==> src/rtl/csbu_defs.vh <==
// Constants shared by the compare, skip and branch execution unit
`ifndef CSBU_DEFS_VH
`define CSBU_DEFS_VH

// ==========================================
// Operation codes
`define CSBU_OP_NONE       4'h0
`define CSBU_OP_CMP        4'h1
`define CSBU_OP_CMP_CARRY  4'h2
`define CSBU_OP_CMP_IMM    4'h3
`define CSBU_OP_SKIP_RBC   4'h4
`define CSBU_OP_SKIP_RBS   4'h5
`define CSBU_OP_SKIP_IBC   4'h6
`define CSBU_OP_SKIP_IBS   4'h7
`define CSBU_OP_BR_SET     4'h8
`define CSBU_OP_BR_CLR     4'h9
`define CSBU_OP_BR_EQ      4'hA
`define CSBU_OP_BR_NE      4'hB

// ==========================================
// Status flag positions
`define CSBU_FLAG_C        3'h0
`define CSBU_FLAG_Z        3'h1
`define CSBU_FLAG_N        3'h2
`define CSBU_FLAG_V        3'h3
`define CSBU_FLAG_S        3'h4
`define CSBU_FLAG_H        3'h5

// ==========================================
// Program counter steps and cycle counts
`define CSBU_PC_STEP_ONE   2'h1
`define CSBU_PC_STEP_SKIP1 2'h2
`define CSBU_PC_STEP_SKIP2 2'h3
`define CSBU_CYC_ONE       2'h1
`define CSBU_CYC_TWO       2'h2
`define CSBU_CYC_THREE     2'h3

`endif

==> src/rtl/csbu_cmp_flags.v <==
// Combinational subtract-and-flag logic for compare instructions
`timescale 1ns/100ps
`default_nettype none
`include "csbu_defs.vh"

module csbu_cmp_flags (
  input  wire [7:0] op_a,
  input  wire [7:0] op_b,
  input  wire       carry_in,
  input  wire       use_carry,
  input  wire       z_in,
  output reg        flag_c,
  output reg        flag_z,
  output reg        flag_n,
  output reg        flag_v,
  output reg        flag_s,
  output reg        flag_h
);
  reg [7:0] diff;
  reg       cin;

  always @* begin
    cin    = use_carry & carry_in;
    diff   = op_a - op_b - {7'h00, cin};
    flag_n = diff[7];
    flag_v = (op_a[7] & ~op_b[7] & ~diff[7]) | (~op_a[7] & op_b[7] & diff[7]);
    flag_s = diff[7] ^ flag_v;
    flag_c = (~op_a[7] & op_b[7]) | (op_b[7] & diff[7]) | (diff[7] & ~op_a[7]);
    flag_h = (~op_a[3] & op_b[3]) | (op_b[3] & diff[3]) | (diff[3] & ~op_a[3]);
    // With carry, zero only stays set across a multi-byte compare
    flag_z = use_carry ? ((diff == 8'h00) & z_in) : (diff == 8'h00);
  end
endmodule // csbu_cmp_flags

`default_nettype wire

==> src/rtl/csbu_exec.v <==
// Compare, bit-test-and-skip and conditional branch execution unit
// ==========================================
`timescale 1ns/100ps
`default_nettype none
`include "csbu_defs.vh"

module csbu_exec #(
  parameter PC_W = 16
) (
  input  wire            clk,
  input  wire            rst_n,
  input  wire            op_valid,
  input  wire [3:0]      op_code,
  input  wire [7:0]      dest_operand,
  input  wire [7:0]      source_operand_reg,
  input  wire [7:0]      imm_value,
  input  wire [7:0]      io_value,
  input  wire [2:0]      bit_sel,
  input  wire [6:0]      branch_offset,
  input  wire            next_is_two_word,
  input  wire [PC_W-1:0] pc_in,
  input  wire [7:0]      status_flags_in,
  output reg             busy,
  output reg             done,
  output reg  [PC_W-1:0] pc_out,
  output reg             pc_load,
  output reg  [7:0]      status_flags_register,
  output reg             flags_load,
  output reg  [1:0]      cycles_used
);

  // ==========================================
  // State machine
  localparam ST_IDLE = 1'b0;
  localparam ST_WAIT = 1'b1;

  reg            state_r;
  reg            state_nxt;
  reg  [1:0]     wait_r;
  reg  [1:0]     wait_nxt;
  reg  [PC_W-1:0] pc_hold_r;
  reg  [PC_W-1:0] pc_hold_nxt;
  reg  [1:0]     cyc_nxt;

  reg            take;
  reg            tbit;
  reg  [7:0]     flags_new;
  reg  [PC_W-1:0] target;

  wire cf_c;
  wire cf_z;
  wire cf_n;
  wire cf_v;
  wire cf_s;
  wire cf_h;

  function [PC_W-1:0] csbu_rel;
    input [PC_W-1:0] base;
    input [6:0]      off;
    begin
      csbu_rel = base + {{(PC_W-7){off[6]}}, off} + {{(PC_W-1){1'b0}}, 1'b1};
    end
  endfunction

  function csbu_bit;
    input [7:0] val;
    input [2:0] sel;
    begin
      csbu_bit = val[sel];
    end
  endfunction

  // ==========================================
  // Compare datapath
  csbu_cmp_flags u_cmp (
    .op_a      (dest_operand),
    .op_b      ((op_code == `CSBU_OP_CMP_IMM) ? imm_value : source_operand_reg),
    .carry_in  (status_flags_in[`CSBU_FLAG_C]),
    .use_carry (op_code == `CSBU_OP_CMP_CARRY),
    .z_in      (status_flags_in[`CSBU_FLAG_Z]),
    .flag_c    (cf_c),
    .flag_z    (cf_z),
    .flag_n    (cf_n),
    .flag_v    (cf_v),
    .flag_s    (cf_s),
    .flag_h    (cf_h)
  );

  always @* begin
    flags_new = status_flags_in;
    flags_new[`CSBU_FLAG_C] = cf_c;
    flags_new[`CSBU_FLAG_Z] = cf_z;
    flags_new[`CSBU_FLAG_N] = cf_n;
    flags_new[`CSBU_FLAG_V] = cf_v;
    flags_new[`CSBU_FLAG_S] = cf_s;
    flags_new[`CSBU_FLAG_H] = cf_h;
  end

  // ==========================================
  // Condition decode
  always @* begin
    take   = 1'b0;
    tbit   = 1'b0;
    target = pc_in + {{(PC_W-2){1'b0}}, `CSBU_PC_STEP_ONE};
    case (op_code)
      `CSBU_OP_SKIP_RBC: begin
        tbit = csbu_bit(source_operand_reg, bit_sel);
        take = ~tbit;
      end
      `CSBU_OP_SKIP_RBS: begin
        tbit = csbu_bit(source_operand_reg, bit_sel);
        take = tbit;
      end
      `CSBU_OP_SKIP_IBC: begin
        tbit = csbu_bit(io_value, bit_sel);
        take = ~tbit;
      end
      `CSBU_OP_SKIP_IBS: begin
        tbit = csbu_bit(io_value, bit_sel);
        take = tbit;
      end
      `CSBU_OP_BR_SET: begin
        take = csbu_bit(status_flags_in, bit_sel);
      end
      `CSBU_OP_BR_CLR: begin
        take = ~csbu_bit(status_flags_in, bit_sel);
      end
      `CSBU_OP_BR_EQ: begin
        take = status_flags_in[`CSBU_FLAG_Z];
      end
      `CSBU_OP_BR_NE: begin
        take = ~status_flags_in[`CSBU_FLAG_Z];
      end
      default: begin
        take = 1'b0;
      end
    endcase
    if (take && op_code[3]) begin
      target = csbu_rel(pc_in, branch_offset);
    end else if (take) begin
      // One extra cycle per skipped word
      target = pc_in + {{(PC_W-2){1'b0}},
                        next_is_two_word ? `CSBU_PC_STEP_SKIP2 : `CSBU_PC_STEP_SKIP1};
    end
  end

  always @* begin
    cyc_nxt = `CSBU_CYC_ONE;
    if (take && op_code[3]) begin
      cyc_nxt = `CSBU_CYC_TWO;
    end else if (take) begin
      cyc_nxt = next_is_two_word ? `CSBU_CYC_THREE : `CSBU_CYC_TWO;
    end
  end

  // ==========================================
  // Sequencing: results appear when the last cycle of the instruction ends
  always @* begin
    state_nxt   = state_r;
    wait_nxt    = wait_r;
    pc_hold_nxt = pc_hold_r;
    case (state_r)
      ST_IDLE: begin
        if (op_valid && cyc_nxt != `CSBU_CYC_ONE) begin
          state_nxt   = ST_WAIT;
          wait_nxt    = cyc_nxt - `CSBU_CYC_ONE;
          pc_hold_nxt = target;
        end
      end
      ST_WAIT: begin
        wait_nxt = wait_r - `CSBU_CYC_ONE;
        if (wait_r == `CSBU_CYC_ONE) begin
          state_nxt = ST_IDLE;
        end
      end
      default: begin
        state_nxt = ST_IDLE;
      end
    endcase
  end

  always @(posedge clk) begin
    if (!rst_n) begin
      state_r               <= ST_IDLE;
      wait_r                <= 2'h0;
      pc_hold_r             <= {PC_W{1'b0}};
      busy                  <= 1'b0;
      done                  <= 1'b0;
      pc_out                <= {PC_W{1'b0}};
      pc_load               <= 1'b0;
      status_flags_register <= 8'h00;
      flags_load            <= 1'b0;
      cycles_used           <= 2'h0;
    end else begin
      state_r    <= state_nxt;
      wait_r     <= wait_nxt;
      pc_hold_r  <= pc_hold_nxt;
      done       <= 1'b0;
      pc_load    <= 1'b0;
      flags_load <= 1'b0;
      busy       <= (state_nxt == ST_WAIT);
      if (state_r == ST_IDLE && op_valid) begin
        cycles_used <= cyc_nxt;
        if (cyc_nxt == `CSBU_CYC_ONE) begin
          done    <= 1'b1;
          pc_load <= 1'b1;
          pc_out  <= target;
          // Compares write flags only; skips and branches leave them alone
          if (op_code == `CSBU_OP_CMP || op_code == `CSBU_OP_CMP_CARRY ||
              op_code == `CSBU_OP_CMP_IMM) begin
            status_flags_register <= flags_new;
            flags_load            <= 1'b1;
          end
        end
      end else if (state_r == ST_WAIT && wait_r == `CSBU_CYC_ONE) begin
        done    <= 1'b1;
        pc_load <= 1'b1;
        pc_out  <= pc_hold_r;
      end
    end
  end

endmodule // csbu_exec

`default_nettype wire

==> config.mk <==
export PLATFORM = sky130hd
export DESIGN_NAME = csbu_exec
export DESIGN_NICKNAME = d
export VERILOG_FILES = /design/src/rtl/csbu_cmp_flags.v /design/src/rtl/csbu_exec.v
export VERILOG_INCLUDE_DIRS = /design/src /design/src/rtl
export SDC_FILE = /design/constraint.sdc
export NUM_CORES = 1
export LEC_CHECK = 0
export BUFFER_PORTS_ARGS = -buffer_cell sky130_fd_sc_hd__buf_4
export CAP_MARGIN = 0
export CORE_MARGIN = 2
export CORE_UTILIZATION = 49
export DETAILED_ROUTE_END_ITERATION = 8
export PLACE_DENSITY = 0.79
export SLEW_MARGIN = 15
export SYNTH_ARGS = -nofsm -noshare
export SYNTH_HDL_FRONTEND = slang
export SYNTH_SLANG_ARGS = --single-unit
==> constraint.sdc <==
create_clock -name clk -period 3.35 [get_ports clk]
set_input_delay 0.5025 -clock clk [delete_from_list [all_inputs] [get_ports clk]]
set_output_delay 0.5025 -clock clk [all_outputs]
set_load 0.02 [all_outputs]
# After elaboration in Yosys (flattened, before gate mapping)
# Cells that the tools add are included.
dict set report op_classes {
  addsub 8
  multipliers 0
  div 0
  magnitude_cmp 1
  n_eq_ne 16
  shift 0
  n_mux 26
  bitwise 26
  reduce_logical 12
}
# cell n
set ops {}
lappend ops {{$mux W16} 5}
lappend ops {{$add A16 B1 Y16 const B} 2}
lappend ops {{$add A16 B16 Y16} 1}
lappend ops {{$add A16 B2 Y16} 1}
lappend ops {{$eq A4 B3 Y1 const B} 4}
lappend ops {{$eq A4 B4 Y1 const B} 4}
lappend ops {{$and A1 B1 Y1} 11}
lappend ops {{$mux W1} 11}
lappend ops {{$bmux W1 S3} 3}
lappend ops {{$not A1 Y1} 9}
lappend ops {{$eq A4 B2 Y1 const B} 2}
lappend ops {{$logic_not A8 Y1} 1}
lappend ops {{$mux W8} 1}
lappend ops {{$pmux W1 S8} 1}
lappend ops {{$sub A8 B1 Y8} 1}
lappend ops {{$sub A8 B8 Y8} 1}
lappend ops {{$mux W2} 3}
lappend ops {{$reduce_and A3 Y1} 2}
lappend ops {{$or A1 B1 Y1} 5}
lappend ops {{$eq A2 B1 Y1 const B} 2}
lappend ops {{$eq A4 B1 Y1 const B} 1}
lappend ops {{$logic_and A1 B1 Y1} 4}
lappend ops {{$lt A3 B4 Y1 const B} 1}
lappend ops {{$ne A2 B1 Y1 const B} 2}
lappend ops {{8 further kinds} 11}
dict set report word_totals {
  ff_bits 47
  latch_bits 0
  mem_bits_rw 0
  mem_bits_ro 0
  inputBits 74
  out_inout_bits 30
  wordCells 97
  memories 0
}

# Logic depth before layout (Yosys ltp)
# Gate-level depths: netlist (run 1).
dict set report logic_depth {
  word_depth 10
  depth_mapped 16
  ltp_nobuf 14
}

# Hierarchy
# A second synthesis (run 1) with hierarchy kept.
dict set report hier_totals {
  hier_cells 504
  hier_area_um2 4006.3
}
# module instances cells_each area_each_um2 seq_area_each_um2
set modules_own_cells {}
lappend modules_own_cells {csbu_exec 1 426 3403.3 940.9}
lappend modules_own_cells {csbu_cmp_flags 1 78 603.1 0.0}

# Least setup slack after synthesis (run 1)
# Ideal clock, no wire load.
dict set report synth_path {
  path_type {input port to flip-flop}
  startpoint {in bit_sel[1]}
  endpoint {reg pc_out[3]}
  setup_time_ns 0.138
  arrival_ns 3.399
  required_time_ns 3.212
  setup_slack_ns -0.187
  path_stages 14
  path_buffers 2
  path_cell_list {buf_6 mux4_2 nand2b_4 a21oi_2 a31oi_2 o211a_1 or2_1 nor2b_1 ha_1 a22oi_1 nor2_1 nand2_1 clkbuf_1 o22ai_1}
}
dict set report synth_between {
  elab_chain_cells 9
  word_cells_on_any_way 20
  cone_classes {eq/ne (2); mux (13); bitwise (3); reduce/logical (2)}
}
# item line_no
set synth_rtl {}
lappend synth_rtl {{start, declared} csbu_exec.v:18} ;# input wire [2:0] bit_sel,
lappend synth_rtl {{$bmux W1 S3} csbu_exec.v:69} ;# csbu_bit = val[sel];
lappend synth_rtl {{$mux W1 (implied by the code)} csbu_exec.v:69}
lappend synth_rtl {{$not A1 Y1 (on tied branches)} {csbu_exec.v:126, csbu_exec.v:108, csbu_exec.v:116}}
lappend synth_rtl {{$pmux W1 S8 *} csbu_exec.v:105} ;# case (op_code)
lappend synth_rtl {{$mux W2 or $logic_and A1 B1 Y1 (tied branches)} {csbu_exec.v:151, csbu_exec.v:149}}
lappend synth_rtl {{$mux W2 *} csbu_exec.v:149} ;# if (take && op_code[3]) begin
lappend synth_rtl {{via cyc_nxt[0]} csbu_exec.v:43} ;# reg [1:0] cyc_nxt;
lappend synth_rtl {{$eq A2 B1 Y1 (no line) *} -}
lappend synth_rtl {{$ne A2 B1 Y1 (no line) *} -}
lappend synth_rtl {{$reduce_and A2 Y1 (no line) *} -}
lappend synth_rtl {{end signal, assigned} csbu_exec.v:189} ;# pc_out <= {PC_W{1'b0}};
lappend synth_rtl {{end signal, assigned} csbu_exec.v:207} ;# pc_out <= target;
lappend synth_rtl {{end signal, assigned} csbu_exec.v:218} ;# pc_out <= pc_hold_r;
lappend synth_rtl {{end, declared} csbu_exec.v:25} ;# output reg [PC_W-1:0] pc_out,
# Mark *: on every way through the listed nets, which the timed path passes. The rest lies on a longest branch. The select of a mux whose other input is x is not followed.
# A chain may end at the register's enable or synchronous reset.

# Worst setup path after layout (run 1)
dict set report layout_path {
  startpoint {in bit_sel[1]}
  endpoint {reg pc_out[11]}
}
dict set report layout_between {
  elab_chain_cells 9
  word_cells_on_any_way 20
  cone_classes {eq/ne (2); mux (13); bitwise (3); reduce/logical (2)}
}
# item line_no
set layout_rtl {}
lappend layout_rtl {{$bmux W1 S3} csbu_exec.v:69}
lappend layout_rtl {{$mux W1 (implied by the code)} csbu_exec.v:69}
lappend layout_rtl {{$not A1 Y1 (on tied branches)} {csbu_exec.v:126, csbu_exec.v:108, csbu_exec.v:116}}
lappend layout_rtl {{$pmux W1 S8 *} csbu_exec.v:105}
lappend layout_rtl {{$mux W2 or $logic_and A1 B1 Y1 (tied branches)} {csbu_exec.v:151, csbu_exec.v:138, csbu_exec.v:149}}
lappend layout_rtl {{$mux W2} csbu_exec.v:149}
lappend layout_rtl {{$eq A2 B1 Y1 (no line)} -}
lappend layout_rtl {{$ne A2 B1 Y1 (no line)} -}
lappend layout_rtl {{$reduce_and A2 Y1 (no line)} -}
# Every way passes the cells marked *; elsewhere a longest branch is shown, timed or not. The select of a mux whose other input is x is not followed.

==> flow_metrics.tcl, run 1 <==
set metrics [dict create \
    holdCritPathClass "in -> reg" \
    finClkSkew_ns 0.009894 \
    nNetsFinal 723 \
    start_util_pct 50.24 \
    cp-start-kind "input port" \
    drt_iter0_drc 267 \
    cp.arrival_ns 3.34 \
    num_antenna_cells 0 \
    gp_congestion 0.8866 \
    drv_cap 0 \
    hold_buffers 0 \
    design_area_um2 5303 \
    hold_start "status_flags_in[6]" \
    grt_pass1_wl_um 18310 \
    worstPathRequired_ns 3.51 \
    status "finished, final reports clean" \
    timing.final.crit_share_pct 94.84 \
    cts_root_buf "clkbuf_8" \
    reg2reg_from "wait_r[1]$_SDFFE_PN0P_" \
    ys_types 66 \
    portBuffers 103 \
    drtPass1Iterations 5 \
    yosys_warnings 0 \
    grt-ovfl-total 0 \
    synth_edf_count 0 \
    std_cell_rows 33 \
    die_h_um 95.32 \
    final_util_pct 65.19 \
    post-route-drc-count 0 \
    setup_viol 0 \
    htreeDepth 2 \
    cpLargestDelayFamily "simple AND/OR/NAND/NOR gates" \
    io_pins 104 \
    post_dp_cell_area_um2 5191 \
    syn_area_um2 4086 \
    antenna_found_initial 0 \
    cts_tree "yes" \
    totalWireLength_um 11530 \
    clkTransAtPathRegs_ns 0.09 \
    synth_ff_type "dfxtp_1" \
    fmax_mhz 314.7 \
    maxSlewHeadroom_pct 48.35 \
    areaGrowthSynthToFinish_pct 29.76 \
    cp-end-kind "register" \
    track_usage_pct 25.25 \
    fin_worst_hold_slack_ns 0.4620 \
    numCtsBuffers 5 \
    ant_nets 0 \
    crit_path_max_incr_delay_ns 0.50 \
    cpMostUsedCell "buf_4" \
    hold_violations 0 \
    critPathLaunch "bit_sel[1]" \
    cp_slowest_cell "mux4_2" \
    async_flop_share_pct 0 \
    core_um2 8134 \
    wl_per_cell_um 16.06 \
    critPathMaxFanout 6 \
    die_w_um 95.32 \
    ys_ff_latch 47 \
    grt_max_degree 33 \
    synth.avg_cell_area_um2 8.408 \
    clock_sinks 47 \
    syn-num-nets 597 \
    seq_area_frac_synth_pct 23.03 \
    vias_per_cell 5.798 \
    max-vdd-ir-drop_v 0.0003134 \
    cp_cell_sequence "buf_4, mux4_2, nand2b_4, buf_4, a31oi_2, o211a_1, or2_1, ha_1, a21o_1, and4_4, nand4_1, xnor2_1, mux2i_1, buf_4, o22ai_1" \
    total_leakage_power_nw 2.324 \
    clk_latency_ns 0.29 \
    via_count 4163 \
    grt_setup_unrepaired "false" \
    place_hpwl_um 9085 \
    worstSetupPathType "in -> reg" \
    slew_violations 0 \
    worst-path-buf-inv 3 \
    power-per-cell-area_nw_per_um2 328.2 \
    drive_gt1_share_pct 30.34 \
    fin_crit_ns 3.177 \
    dieArea_um2 9086 \
    n_fill_cell 674 \
    synthCells 486 \
    grt_pass1_vias 3988 \
    cts.path.max_buffers 2 \
    tightestPinTransition_ns 0.7747 \
]
cells by family after synthesis:
kind of cell / share of synthesized area [%]
flip-flops: 23.03
buffers and inverters: 6.277
adder cells (fa/ha/maj): 12.06
AO/OA/AOI/OAI: 25.20
multiplexers: 9.338
XOR/XNOR: 6.430
AND/OR/NAND/NOR: 17.67
layout make-up:
| type | count | area, µm² | share of cell area, % |
|---|---|---|---|
| clock buffers | 7 | 76.32 | 1.439 |
| clock inverters | 1 | 5.005 | 0.09438 |
| inverters | 31 | 116.4 | 2.194 |
| multi-input cells | 383 | 2927 | 55.19 |
| flip-flops and latches | 47 | 940.9 | 17.74 |
| well taps | 105 | 131.4 | 2.478 |
| repair buffers | 144 | 1106 | 20.86 |
through the flow:
step	setup slack [ns]	setup TNS (ns)	power (mW)	std cells
6_report	0.1728	0	1.740	718
5_1_grt	0.002297	0	1.846	718
4_1_cts	0.09892	0	1.733	718
3_5_place_dp	-0.1917	-2.374	1.398	710
3_3_place_gp	-0.1165	-1.109	1.376	710
2_1_floorplan	0.005856	0	1.119	486
cells in the mapped netlist (8+ instances only):
master    count  share of area, %
nor2b_1       9               1.4
o22ai_1      15               2.3
a211oi_1      9               1.7
nand2b_1      8               1.2
nor2_1       31               2.8
o21ai_0      16               2.0
a31oi_1       8               1.2
inv_1        31               2.8
nand2_1      34               3.1
nor3_1        8              0.98
xnor2_1      19               4.1
dfxtp_1      47                23
ha_1         33                10
a21oi_1      24               2.9
mux2_2       10               2.8
mux2i_1      19               4.7
xor2_1       11               2.4
a32oi_1      14               3.0
nand3_1      15               1.8
clkbuf_1     17               1.6
where the power goes:
| part | internal (mW) | switching [mW] |
|---|---|---|
| registers | 0.604 | 0.0247 |
| logic | 0.359 | 0.417 |
| clock network | 0.147 | 0.189 |
worst register-to-register path, cell delays in order (launching register included):
cell	delay, ns
dfxtp_1	0.32
inv_1	0.07
ha_1	0.66
a22oi_2	0.26
nor2_1	0.17
nand2_1	0.11
buf_12	0.20
o31ai_2	0.23
cell usage in the layout (no fill, tap or decap), types with 4 or more instances in the layout:
cell type and instances:
buf_4 142, dfxtp_1 47, nand2_1 34, ha_1 32, inv_1 31, nor2_1 30
a21oi_1 24, xnor2_1 19, mux2i_1 18, o22ai_1 15, o21ai_0 15, a32oi_1 14
nand3_1 14, xor2_1 11, mux2_2 10, nand2b_1 8, nor2b_1 8, a31oi_1 8
nor3_1 8, a211oi_1 8, o211ai_1 7, nand4_1 6, and3_1 6, a21o_1 6
o21a_1 5, clkbuf_8 5, a21boi_0 4, o2111ai_1 4, a211o_1 4, a211oi_2 4
sequential cells by signal, indices dropped and copies added, names as in the netlist:
register and count:
wait_r 2, state_r 1, status_flags_register 8, flags_load 1, cycles_used 2, pc_out 16, pc_load 1, pc_hold_r 16
per-layer routing:
metal  GRT usage, %  up-vias  wire length, µm  part of all wire, %
li1               -     2066                -                    -
met1          32.96     1915             5188                   45
met2          44.31      164             5424                   47
met3          3.083       18              748                  6.5
met4          5.918        0              166                  1.4
met5              0        -                0                    0
final timing paths:
| path | slack [ns] | end | cells past startpoint |
|---|---|---|---|
| worst max-delay path | 0.17 | pc_out[11]$_SDFFE_PN0P_ | 15 |
| worst max register to register | 1.27 | pc_out[5]$_SDFFE_PN0P_ | 7 |
| worst min register to register | 0.46 | status_flags_register[6]$_SDFFE_PN0P_ | 2 |
| worst min-delay path | 0.46 | status_flags_register[6]$_SDFFE_PN0P_ | 3 |
repair_timing:
item,CTS,global route
setup endpoints to repair,0,13
hold endpoints to repair,0,0
buffers inserted,0,0
resized for setup,0,11
Power figures use the tool's default switching activity.
==> inputs of run 2 (changes only) <==
clock period = 2.9 ns   (was 3.35 ns; I/O delays follow)
==> run 2 against run 1 <==
Against the previous run: the run now ends with setup timing left; clock skew is 0.0015 ns lower; non-clock buffer count is 41 higher; sequential power is 16% higher; wire length is 24% higher; design area is 11% higher; clock power is 18% higher; utilization is 7.4 points higher.
==> flow_metrics.tcl, run 2 (synthesis results as in run 1) <==
set metrics [dict create \
    worstSetupPathType "in -> reg" \
    layout_setup_ws_ns -0.1118 \
    setup_viol 19 \
    numCtsBuffers 5 \
    drt_iter0_drc 334 \
    switching_share_pct 37.57 \
    cp.arrival_ns 3.25 \
    crit_path_max_incr_delay_ns 0.54 \
    reg2reg_from "state_r$_SDFF_PN0_" \
    max-vdd-ir-drop_v 0.0002599 \
    cp-end-kind "register" \
    placed_cells 735 \
    status "finished with violations" \
    cpLargestDelayFamily "compound AO/OA/AOI/OAI gates" \
    combPwrFrac_pct 49.2 \
    cp-start-kind "input port" \
    cp_slowest_cell "fa_2" \
    mostFrequentLayoutCells "178 x buf_4, 47 x dfxtp_1, 29 x inv_1, 29 x nand2_1" \
    power-per-cell-area_nw_per_um2 374.8 \
    hold_violations 0 \
    holdCritPathClass "in -> reg" \
    clkTransAtPathRegs_ns 0.09 \
    cts_root_buf "clkbuf_8" \
    hold_start "next_is_two_word" \
    final_util_pct 72.62 \
    fmax_mhz 332.0 \
    io_pins 104 \
    num_antenna_cells 0 \
    cts_tree "yes" \
    n_fill_cell 577 \
    p_clk_share_pct 17.9 \
    fin_tns_setup_ns -0.9326 \
    via_count 4622 \
    worstPathRequired_ns 3.14 \
    mostFrequentLayoutCell "buf_4" \
    hold_buffers 0 \
    intPower_mw 1.382 \
    nNetsFinal 764 \
    fin_crit_ns 3.012 \
    top_regs "pc_hold_r x16, pc_out x16, status_flags_register x8" \
    gp_congestion 0.9420 \
    clock_sinks 47 \
    timing.final.crit_share_pct 103.9 \
    power_frac_seq_pct 32.8 \
    total_leakage_power_nw 2.601 \
    start_util_pct 50.24 \
    clk_latency_ns 0.30 \
    antenna_found_initial 0 \
    post-route-drc-count 0 \
    pre_cts_ws_ns -0.6446 \
    cp_cell_sequence "buf_4, nor2_4, and3_4, mux2_4, fa_2, inv_1, ha_1, o21ai_1, a21boi_0, o21a_1, nor4_4, a31oi_1, a211o_1, a21oi_1" \
    maxSlewHeadroom_pct 60.94 \
    cts.path.max_buffers 2 \
    core_um2 8134 \
    grt-ovfl-total 0 \
    htreeDepth 2 \
    drive_gt1_share_pct 41.13 \
    grt_pass1_vias 4295 \
    die_h_um 95.32 \
    dieArea_um2 9086 \
    place_hpwl_um 9912 \
    slew_violations 0 \
    drtPass1Iterations 5 \
    vias_per_cell 6.090 \
    std_cell_rows 33 \
    finClkSkew_ns 0.008384 \
    wl_per_cell_um 18.76 \
    critPathLaunch "op_code[3]" \
    grt_pass1_wl_um 20090 \
    ant_nets 0 \
    grt_max_degree 33 \
    violations "setup timing" \
    totalWireLength_um 14240 \
    p_switching_mw 0.8320 \
    fin_cells 759 \
    portBuffers 103 \
    fin_worst_hold_slack_ns 0.4539 \
    grt_setup_unrepaired "true" \
    critPathMaxFanout 5 \
    worst-path-buf-inv 2 \
    tightestPinTransition_ns 0.5848 \
    track_usage_pct 27.96 \
    areaGrowthSynthToFinish_pct 44.55 \
    drv_cap 0 \
    die_w_um 95.32 \
]
-- run 2: cell types whose count changed in the layout (fill, tap and decap cells not counted), moves of 4 or more --
cell | previous run | this run
ha_1 | 32 | 28
mux2_4 | 0 | 4
nor2b_1 | 8 | 4
ha_4 | 0 | 5
buf_4 | 142 | 178
nand2_2 | 0 | 4
nand2_1 | 34 | 29
buf_6 | 0 | 6
nand3_1 | 14 | 10
-- run 2: final cells by class --
cell class	instances	area [µm²]	share of cell area (%)
Clock inverter	3	15.01	0.2542
Timing Repair Buffer	185	1419	24.02
Multi-Input combinational cell	383	3216	54.44
Sequential cell	47	940.9	15.93
Tap cell	105	131.4	2.224
Inverter	31	116.4	1.970
Clock buffer	5	68.82	1.165
-- run 2: tightest hold or removal path, cell delays in order --
cell,delay [ns]
buf_4,0.09
or2_4,0.13
a21oi_1,0.06
-- run 2: worst paths after layout --
path,to,slack (ns),cells past startpoint
max,status_flags_register[1]$_SDFFE_PN0P_,-0.11,14
min,wait_r[0]$_SDFFE_PN0P_,0.45,3
max reg2reg,status_flags_register[1]$_SDFFE_PN0P_,0.89,6
min reg2reg,status_flags_register[7]$_SDFFE_PN0P_,0.46,2
-- run 2: metal layers --
metal	vias to the layer above	track usage, %	routed length [µm]
met4	0	10.99	460
met5	-	0	0
met3	44	4.664	1133
met2	216	48.06	7140
li1	2150	-	-
met1	2212	34.84	5505
-- run 2: per-stage QoR --
stage	area [µm²]	power [mW]
3_3_place_gp	5401	1.641
6_report	5907	2.214
3_5_place_dp	5401	1.678
5_1_grt	5907	2.320
2_1_floorplan	4202	1.310
4_1_cts	5612	2.103
-- run 2: power by group through the flow --
stage / Clock, mW / Combinational (mW) / Sequential [mW]
finish: 0.397 / 1.09 / 0.727
global route: 0.422 / 1.17 / 0.730
CTS: 0.402 / 0.976 / 0.725
detailed placement: 0 / 0.938 / 0.740
global placement: 0 / 0.904 / 0.737
floorplan: 0 / 0.549 / 0.762
-- run 2: what timing repair did --
action,4_1_cts,5_1_grt
buffers inserted,6,11
resized for setup,22,43
pin swaps,23,33
endpoints found under the setup margin,32,38
